<file path="src/design/alc_pkg.sv">
// alc_pkg: constants shared by the low-power calibration control block.
// assumes a 100 MHz system clock and word-aligned AXI4-Lite register access.
package alc_pkg;
    // register indices as printed; the byte address is four times the index
    localparam logic [7:0] ALC_IDX_PIN_CFG = 8'h6b;
    localparam logic [7:0] ALC_IDX_SOFT_TRIG = 8'h6c;
    localparam logic [7:0] ALC_IDX_LP = 8'h6e;
    localparam logic [7:0] ALC_IDX_GAIN = 8'h7a;
    localparam logic [7:0] ALC_IDX_CTRL = 8'h90;
    localparam logic [7:0] ALC_IDX_STATUS = 8'h91;
    // reset values
    localparam logic [7:0] ALC_RST_PIN_CFG = 8'h00;
    localparam logic [7:0] ALC_RST_SOFT_TRIG = 8'h01;
    localparam logic [7:0] ALC_RST_LP = 8'h88;
    localparam logic [7:0] ALC_RST_GAIN = 8'h00;
    localparam logic [7:0] ALC_RST_CTRL = 8'h00;
    // field positions
    localparam int ALC_POS_TRIG_SEL = 0;
    localparam int ALC_POS_SOFT_TRIG = 0;
    localparam int ALC_POS_LOWPOWER_CAL_ENABLE = 0;
    localparam int ALC_POS_LOWPOWER_TRIGGER_MODE = 1;
    localparam int ALC_POS_WAKE_LO = 3;
    localparam int ALC_POS_SLEEP_LO = 5;
    localparam int ALC_POS_BG_EN = 0;
    // delay counts in clock periods that fit below the parameter threshold
    localparam logic [40:0] ALC_DLY_SHORT = 41'h00000000480;
    // axi responses
    localparam logic [1:0] ALC_RESP_OKAY = 2'h0;
    localparam logic [1:0] ALC_RESP_SLVERR = 2'h2;
    // low-power phase of the offline core
    typedef enum logic [3:0] {
        ALC_ST_ONLINE = 4'h1,
        ALC_ST_SLEEP = 4'h2,
        ALC_ST_WAKE = 4'h4,
        ALC_ST_CAL = 4'h8
    } alc_state_e;
endpackage : alc_pkg

</file>
<file path="src/design/alc_cal_ctrl.sv">
// alc_cal_ctrl: calibration trigger select, low-power background calibration
// sequencer and core gain trim, with an AXI4-Lite register slave.
// assumes the calibration engine pulses cal_done after each cal_start and the
// fuse value is stable when reset is released; the trigger pin is asynchronous.
//
// Implementation choice: the AXI4-Lite slave port.
`timescale 1ns/1ps
`default_nettype none

// Overview of operation
// - soft trigger bit, resets to one
// - select zero uses soft trigger bit
// - sleep code sets sleep period length
// - sleep delay only in autonomous low-power
// - wake code sets settling before calibration
// - mode bit clear: counter times sleep
// - mode bit set: trigger high sleeps
// - low-power enable needs background calibration
// - gain trim for all cores, fuse loaded
// - select one uses trigger pin level
module alc_cal_ctrl #(
    parameter logic [40:0] SLEEP_CNT_1 = 41'd4194432,
    parameter logic [40:0] SLEEP_CNT_2 = 41'd33554560,
    parameter logic [40:0] SLEEP_CNT_3 = 41'd268435584,
    parameter logic [40:0] SLEEP_CNT_4 = 41'd2147483776,
    parameter logic [40:0] SLEEP_CNT_5 = 41'd137438953600,
    parameter logic [40:0] SLEEP_CNT_6 = 41'd1099511627904,
    parameter logic [40:0] WAKE_CNT_1 = 41'd33554560,
    parameter logic [40:0] WAKE_CNT_2 = 41'd268435584,
    parameter logic [40:0] WAKE_CNT_3 = 41'd2147483776
) (
    input wire logic clk,
    input wire logic reset,
    // axi4-lite write address
    input wire logic [11:0] s_axi_awaddr,
    input wire logic s_axi_awvalid,
    output logic s_axi_awready,
    // axi4-lite write data
    input wire logic [31:0] s_axi_wdata,
    input wire logic [3:0] s_axi_wstrb,
    input wire logic s_axi_wvalid,
    output logic s_axi_wready,
    // axi4-lite write response
    output logic [1:0] s_axi_bresp,
    output logic s_axi_bvalid,
    input wire logic s_axi_bready,
    // axi4-lite read address
    input wire logic [11:0] s_axi_araddr,
    input wire logic s_axi_arvalid,
    output logic s_axi_arready,
    // axi4-lite read data
    output logic [31:0] s_axi_rdata,
    output logic [1:0] s_axi_rresp,
    output logic s_axi_rvalid,
    input wire logic s_axi_rready,
    // external calibration trigger pin, asynchronous
    input wire logic cal_trigger_pin,
    // factory fuse value for the gain trim
    input wire logic [7:0] fuse_gain_trim,
    // calibration engine handshake
    input wire logic cal_done,
    output logic cal_start,
    // resolved trigger level and core control
    output logic cal_trigger,
    output logic core_sleep,
    output logic core_settling,
    output logic [7:0] core_gain_adjust
);

    // register storage, all eight bits kept so reserved bits read back
    logic [7:0] pin_cfg_q;
    logic [7:0] cal_software_trigger_q;
    logic [7:0] lowpower_background_cal_q;
    logic [7:0] core_gain_adjust_q;
    logic [7:0] lp_control_q;
    // one-shot fuse load after reset release
    logic fuse_load_q;
    // trigger pin synchroniser
    logic trig_meta_q;
    logic trig_sync_q;
    // sequencer
    alc_pkg::alc_state_e state_q;
    alc_pkg::alc_state_e state_d;
    logic [40:0] count_q;
    logic cal_start_q;
    // axi slave holding state
    logic aw_have_q;
    logic w_have_q;
    logic [7:0] aw_idx_q;
    logic [7:0] w_data_q;
    logic w_lane_q;
    logic [1:0] bresp_q;
    logic bvalid_q;
    logic [31:0] rdata_q;
    logic [1:0] rresp_q;
    logic rvalid_q;

    // decoded fields
    logic trigger_source_select;
    logic software_cal_trigger;
    logic lowpower_cal_enable;
    logic lowpower_trigger_mode;
    logic background_cal_enable;
    logic [2:0] core_sleep_delay;
    logic [1:0] core_wake_delay;
    logic lp_active;
    logic [40:0] sleep_count;
    logic [40:0] wake_count;
    logic do_write;
    logic wr_mapped;

    assign trigger_source_select = pin_cfg_q[alc_pkg::ALC_POS_TRIG_SEL];
    assign software_cal_trigger = cal_software_trigger_q[alc_pkg::ALC_POS_SOFT_TRIG];
    assign lowpower_cal_enable = lowpower_background_cal_q[alc_pkg::ALC_POS_LOWPOWER_CAL_ENABLE];
    assign lowpower_trigger_mode = lowpower_background_cal_q[alc_pkg::ALC_POS_LOWPOWER_TRIGGER_MODE];
    assign core_sleep_delay = lowpower_background_cal_q[alc_pkg::ALC_POS_SLEEP_LO +: 3];
    assign core_wake_delay = lowpower_background_cal_q[alc_pkg::ALC_POS_WAKE_LO +: 2];
    assign background_cal_enable = lp_control_q[alc_pkg::ALC_POS_BG_EN];

    // two flops before anything looks at the pin
    always_ff @(posedge clk) begin
        if (reset) begin
            trig_meta_q <= 1'b0;
            trig_sync_q <= 1'b0;
        end else begin
            trig_meta_q <= cal_trigger_pin;
            trig_sync_q <= trig_meta_q;
        end
    end
    // trigger source mux
    always_comb begin
        if (trigger_source_select) begin
            cal_trigger = trig_sync_q;
        end else begin
            // soft bit when select is zero
            cal_trigger = software_cal_trigger;
        end
    end
    assign lp_active = lowpower_cal_enable & background_cal_enable;
    // sleep count lookup
    always_comb begin
        unique case (core_sleep_delay)
            3'h0: sleep_count = alc_pkg::ALC_DLY_SHORT;
            3'h1: sleep_count = SLEEP_CNT_1;
            3'h2: sleep_count = SLEEP_CNT_2;
            3'h3: sleep_count = SLEEP_CNT_3;
            3'h4: sleep_count = SLEEP_CNT_4;
            3'h5: sleep_count = SLEEP_CNT_5;
            3'h6, 3'h7: sleep_count = SLEEP_CNT_6;
        endcase
    end
    // wake count lookup
    always_comb begin
        unique case (core_wake_delay)
            2'h0: wake_count = alc_pkg::ALC_DLY_SHORT;
            2'h1: wake_count = WAKE_CNT_1;
            2'h2: wake_count = WAKE_CNT_2;
            2'h3: wake_count = WAKE_CNT_3;
        endcase
    end
    // next phase of the offline core
    always_comb begin
        state_d = state_q;
        unique case (state_q)
            alc_pkg::ALC_ST_ONLINE: begin
                if (lp_active) begin
                    state_d = alc_pkg::ALC_ST_SLEEP;
                end
            end
            alc_pkg::ALC_ST_SLEEP: begin
                if (!lp_active) begin
                    state_d = alc_pkg::ALC_ST_ONLINE;
                end else if (lowpower_trigger_mode) begin
                    if (!cal_trigger) begin
                        state_d = alc_pkg::ALC_ST_WAKE;
                    end
                end else if (count_q == 41'd1) begin
                    state_d = alc_pkg::ALC_ST_WAKE;
                end
            end
            alc_pkg::ALC_ST_WAKE: begin
                if (!lp_active) begin
                    state_d = alc_pkg::ALC_ST_ONLINE;
                end else if (count_q == 41'd1) begin
                    state_d = alc_pkg::ALC_ST_CAL;
                end
            end
            alc_pkg::ALC_ST_CAL: begin
                // a running calibration is allowed to finish
                if (cal_done) begin
                    state_d = lp_active ? alc_pkg::ALC_ST_SLEEP : alc_pkg::ALC_ST_ONLINE;
                end
            end
            default: state_d = alc_pkg::ALC_ST_ONLINE;
        endcase
    end
    // phase register
    always_ff @(posedge clk) begin
        if (reset) begin
            state_q <= alc_pkg::ALC_ST_ONLINE;
        end else begin
            state_q <= state_d;
        end
    end
    // phase counter, loaded on every phase entry
    always_ff @(posedge clk) begin
        if (reset) begin
            count_q <= 41'd0;
        end else if (state_d != state_q) begin
            if (state_d == alc_pkg::ALC_ST_SLEEP) begin
                count_q <= sleep_count;
            end else if (state_d == alc_pkg::ALC_ST_WAKE) begin
                count_q <= wake_count;
            end else begin
                count_q <= 41'd0;
            end
        end else if (state_q == alc_pkg::ALC_ST_SLEEP && lowpower_trigger_mode) begin
            // sleep delay ignored in trigger mode
            count_q <= count_q;
        end else if (count_q > 41'd1) begin
            count_q <= count_q - 41'd1;
        end
    end
    // calibration start pulse on entering the calibrate phase
    always_ff @(posedge clk) begin
        if (reset) begin
            cal_start_q <= 1'b0;
        end else begin
            cal_start_q <= (state_d == alc_pkg::ALC_ST_CAL) && (state_q != alc_pkg::ALC_ST_CAL);
        end
    end

    assign cal_start = cal_start_q;
    assign core_sleep = (state_q == alc_pkg::ALC_ST_SLEEP);
    assign core_settling = (state_q == alc_pkg::ALC_ST_WAKE);
    assign core_gain_adjust = core_gain_adjust_q;

    // axi write channel acceptance; each side taken once, in either order
    assign s_axi_awready = !aw_have_q && !bvalid_q;
    assign s_axi_wready = !w_have_q && !bvalid_q;
    assign do_write = aw_have_q && w_have_q && !bvalid_q;
    // write address and data holding
    always_ff @(posedge clk) begin
        if (reset) begin
            aw_have_q <= 1'b0;
            w_have_q <= 1'b0;
            aw_idx_q <= 8'h00;
            w_data_q <= 8'h00;
            w_lane_q <= 1'b0;
        end else begin
            if (s_axi_awvalid && s_axi_awready) begin
                aw_have_q <= 1'b1;
                aw_idx_q <= s_axi_awaddr[9:2];
            end else if (do_write) begin
                aw_have_q <= 1'b0;
            end
            if (s_axi_wvalid && s_axi_wready) begin
                w_have_q <= 1'b1;
                w_data_q <= s_axi_wdata[7:0];
                w_lane_q <= s_axi_wstrb[0];
            end else if (do_write) begin
                w_have_q <= 1'b0;
            end
        end
    end
    // write address decode
    always_comb begin
        unique case (aw_idx_q)
            alc_pkg::ALC_IDX_PIN_CFG, alc_pkg::ALC_IDX_SOFT_TRIG, alc_pkg::ALC_IDX_LP,
            alc_pkg::ALC_IDX_GAIN, alc_pkg::ALC_IDX_CTRL, alc_pkg::ALC_IDX_STATUS: wr_mapped = 1'b1;
            default: wr_mapped = 1'b0;
        endcase
    end
    // register writes; the fuse load takes the gain trim once after reset
    always_ff @(posedge clk) begin
        if (reset) begin
            cal_software_trigger_q <= alc_pkg::ALC_RST_SOFT_TRIG;
            pin_cfg_q <= alc_pkg::ALC_RST_PIN_CFG;
            lowpower_background_cal_q <= alc_pkg::ALC_RST_LP;
            lp_control_q <= alc_pkg::ALC_RST_CTRL;
            core_gain_adjust_q <= alc_pkg::ALC_RST_GAIN;
            fuse_load_q <= 1'b1;
        end else begin
            fuse_load_q <= 1'b0;
            if (fuse_load_q) begin
                core_gain_adjust_q <= fuse_gain_trim;
            end
            if (do_write && w_lane_q) begin
                // whole byte stored, reserved bits included
                unique case (aw_idx_q)
                    alc_pkg::ALC_IDX_PIN_CFG: pin_cfg_q <= w_data_q;
                    alc_pkg::ALC_IDX_SOFT_TRIG: cal_software_trigger_q <= w_data_q;
                    alc_pkg::ALC_IDX_LP: lowpower_background_cal_q <= w_data_q;
                    alc_pkg::ALC_IDX_GAIN: core_gain_adjust_q <= w_data_q;
                    alc_pkg::ALC_IDX_CTRL: lp_control_q <= w_data_q;
                    default: ;
                endcase
            end
        end
    end

    // write response, unmapped addresses answered with slverr
    always_ff @(posedge clk) begin
        if (reset) begin
            bvalid_q <= 1'b0;
            bresp_q <= alc_pkg::ALC_RESP_OKAY;
        end else if (do_write) begin
            bvalid_q <= 1'b1;
            bresp_q <= wr_mapped ? alc_pkg::ALC_RESP_OKAY : alc_pkg::ALC_RESP_SLVERR;
        end else if (s_axi_bready) begin
            bvalid_q <= 1'b0;
        end
    end

    assign s_axi_bvalid = bvalid_q;
    assign s_axi_bresp = bresp_q;

    // read channel; one read in flight, data one cycle after the address
    assign s_axi_arready = !rvalid_q;

    always_ff @(posedge clk) begin
        if (reset) begin
            rvalid_q <= 1'b0;
            rdata_q <= 32'h00000000;
            rresp_q <= alc_pkg::ALC_RESP_OKAY;
        end else if (s_axi_arvalid && !rvalid_q) begin
            rvalid_q <= 1'b1;
            rresp_q <= alc_pkg::ALC_RESP_OKAY;
            unique case (s_axi_araddr[9:2])
                alc_pkg::ALC_IDX_PIN_CFG: rdata_q <= {24'h000000, pin_cfg_q};
                alc_pkg::ALC_IDX_SOFT_TRIG: rdata_q <= {24'h000000, cal_software_trigger_q};
                alc_pkg::ALC_IDX_LP: rdata_q <= {24'h000000, lowpower_background_cal_q};
                alc_pkg::ALC_IDX_GAIN: rdata_q <= {24'h000000, core_gain_adjust_q};
                alc_pkg::ALC_IDX_CTRL: rdata_q <= {24'h000000, lp_control_q};
                // live phase and resolved trigger
                alc_pkg::ALC_IDX_STATUS: rdata_q <= {27'h0000000, cal_trigger, state_q};
                default: begin
                    rdata_q <= 32'h00000000;
                    rresp_q <= alc_pkg::ALC_RESP_SLVERR;
                end
            endcase
        end else if (s_axi_rready) begin
            rvalid_q <= 1'b0;
        end
    end

    assign s_axi_rvalid = rvalid_q;
    assign s_axi_rdata = rdata_q;
    assign s_axi_rresp = rresp_q;

endmodule : alc_cal_ctrl

`default_nettype wire

</file>
<file path="config.mk">
export PLATFORM = sky130hd
export DESIGN_NAME = alc_cal_ctrl
export DESIGN_NICKNAME = d
export VERILOG_FILES = /design/src/design/alc_pkg.sv /design/src/design/alc_cal_ctrl.sv
export SDC_FILE = /design/constraint.sdc
export NUM_CORES = 1
export LEC_CHECK = 0
export BUFFER_PORTS_ARGS = -buffer_cell sky130_fd_sc_hd__buf_2
export CAP_MARGIN = 20
export CORE_AREA = 2 2 87 152
export CTS_CLUSTER_DIAMETER = 50
export DETAILED_ROUTE_END_ITERATION = 6
export DIE_AREA = 0 0 89 154
export PLACE_DENSITY_LB_ADDON = 0.08
export SYNTH_ARGS = -nofsm -noshare
export SYNTH_HDL_FRONTEND = slang
export SYNTH_SLANG_ARGS = --single-unit
</file>
<file path="constraint.sdc">
create_clock -name clk -period 4.9 [get_ports clk]
set_input_delay 0.49 -clock clk [delete_from_list [all_inputs] [get_ports clk]]
set_output_delay 0.49 -clock clk [all_outputs]
set_load 0.05 [all_outputs]
</file>
==> run metrics <==
status complete, no violations; die outline height 154 um; Setup Buffers After CTS 0; Synth Flop Type dfxtp_1; overflow left after global routing 0; mean routed wirelength per cell 16.1 um; antenna-violating nets left 0; register area ~2500 um^2; Worst Path Max Fanout 62; area of the multi-input gates 3280 um^2; Max Used Layer met4; Global Route Usage Sum between 20% and 30%; area leader, netlist dfxtp_1; Inst Count DP 918; Final Hold Viols 0; FMAX 249 MHz; area share of the largest cell type after synthesis 41.3%; most frequent cells in the layout dfxtp_1 (127), nand2_1 (70), nor2_1 (68), buf_2 (68), a21oi_1 (65); Rows 54; TritonCTS buffer count 17; VDD IR max 0.252 mV; Antenna Cells 0; number of global-route vias before repair between 5000 and 6000; CTS sink count ~130; ys async rst share 0%; WL final about 15000 um; RSZ-0062 raised after global routing false; Area contributors post-synth dfxtp_1 (41%), mux2i_1 (8.6%), a21oi_1 (5.3%), nand2_1 (4.3%), nor2_1 (4.1%); insertion delay to the later sink of the worst-skew pair 420 ps; Rel. slew slack 29.9%; Pleak 2.91 nW; PostCTS Resize Cnt 0; Max Cap Viol 0; Synth cell types 52; H-tree levels 4; Slew Limit Fails 0; CP startpoint kind flip-flop; sequential share of the synthesized area about two fifths; Synth Register Bits 127; Vias/cell around 5.7; crit path kind flip-flop to flip-flop; vias between 5000 and 6000; met2 wire length 8580 um; Root Buffer clkbuf_16; pwr/cell area 506 nW/um^2; worst-margin pin slew 1050 ps; largest net degree at the start of global routing 63; CTS tree yes; final setup fails 0; layout filler cell count 1209; overall die width about 89 um; final worst path period share 81.9%; # DRC 0; Mapped Avg Cell Area around 8.6 um^2; GPL Wtd Cong 0.841; Worst Setup End Kind flip-flop; IO Port Bufs 68; commonest non-fill, non-tap cell in the layout dfxtp_1; # hold bufs at CTS 0; CP Data Required Time approximately 5300 ps; DPL Wire Length 11200 um; clock transition at the registers of the reported paths 60 ps; initial antenna violation count 0; clock skew 7.02 ps; NumNets Final 848; CTS max path bufs 2; Core ar. 12400 um^2; Initial Util 49.5%; first-pass GRT wire length around 25000 um; die area 13700 um^2; Hold Crit Class input port to flip-flop; Ys Warns 0; post-route minimum period 4010 ps; layout cells sized above 1 roughly 15%; Non-Filler Instances 950; DR iter-0 viols 195; Synth-to-Final Area Change 15.2%; # IOs 130; metal3 WL between 500 and 600 um; Synth Cell Area 6150 um^2; EDFF count, synth 0; Mapped Cells between 700 and 800; drt pass-1 iters 6; setup_tns 0 ps; WL met1 5600 um; Crit path arrival time 4360 ps
[power breakdown]
| part | internal (mW) | switching, mW | leakage (nW) |
|---|---|---|---|
| registers | 1.15 | 0.121 | 1.03 |
| logic | 0.390 | 0.630 | 1.59 |
| clock network | 0.806 | 0.490 | 0.286 |
[kinds of logic (layout without fill, tap and decap cells)]
group	after synthesis	in the layout	synth area share [%]
xor+xnor	10	10	1.42
other cells	1	26	0.0609
compound gates	154	154	16.0
simple gates	288	288	25.1
mux	53	53	8.62
buf+inv	81	122	7.08
flops	127	127	41.3
fa+ha+maj	2	2	0.407
[final cells by class]
cell class	instances	share of cell area, %
multi-input combinational	533	46.2
clock buffer	17	6.00
sequential	127	35.9
clock inverter	15	2.63
timing repair buffer	75	5.54
tap	168	2.97
inverter	15	0.794
[Yosys cell counts (all sizes together), types with 2 or more instances]
cell type	count
or2	6
o21ai	35
nand2	70
o41ai	6
nor4b	4
clkbuf	27
or4b	6
or4	31
nand3b	8
nand4b	7
buf	39
dfxtp	127
o31ai	7
nor4bb	2
nor3	16
xor2	2
o221ai	4
nand3	10
ha	2
nor4	5
and2	8
nand4	2
nand2b	5
xnor2	8
o211ai	5
mux2i	53
a221oi	7
a211oi	16
a31oi	2
nor2b	5
inv	15
nor2	68
or3	30
nor3b	2
a21oi	65
[through the flow]
| step | hold slack [ps] | utilization, % | setup WS, ps | power, mW | area (um^2) |
|---|---|---|---|---|---|
| 6_report | 253 | 57.0 | 889 | 3.59 | 7090 |
| 5_1_grt | 259 | 57.0 | 672 | 3.80 | 7090 |
| 4_1_cts | 240 | 57.0 | 904 | 3.61 | 7090 |
| 3_5_place_dp | 432 | 52.1 | 920 | 2.31 | 6480 |
| 3_3_place_gp | 432 | 52.1 | 984 | 2.28 | 6480 |
| 2_1_floorplan | 414 | - | 1500 | 2.13 | 6250 |
[sequential cells by signal, summed over array words and instances, names as in the netlist, 4 cells and up]
name / count
count_q: 41
aw_idx_q: 8
cal_software_trigger_q: 8
core_gain_adjust: 8
lowpower_background_cal_q: 8
lp_control_q: 8
pin_cfg_q: 8
s_axi_rdata: 8
w_data_q: 8
sleep_count: 7
state_q: 4
[worst max-delay path: stages (launching register included)]
cell and delay (ps):
dfxtp_1 400, ha_1 170, or4b_2 590, or4_1 500, or4b_1 770, o2111ai_4 370, a2111oi_4 120, buf_4 290
or4b_1 550, a21oi_1 140
[layer usage]
layer / vias up / global-route usage, %
met3: 45 / 5.10
li1: 2656 / -
met4: 0 / 10.8
met1: 2569 / 24.3
met2: 139 / 42.8
met5: - / 0
[worst paths after layout]
check | cells after the start | end | slack, ps | start
min reg2reg | 1 | trig_sync_q | 440 | trig_meta_q
max | 9 | count_q[18] | 890 | count_q[0]
max reg2reg | 9 | count_q[18] | 890 | count_q[0]
min | 2 | s_axi_rvalid | 250 | s_axi_rready
No activity file was read; power rests on OpenSTA's default activity.
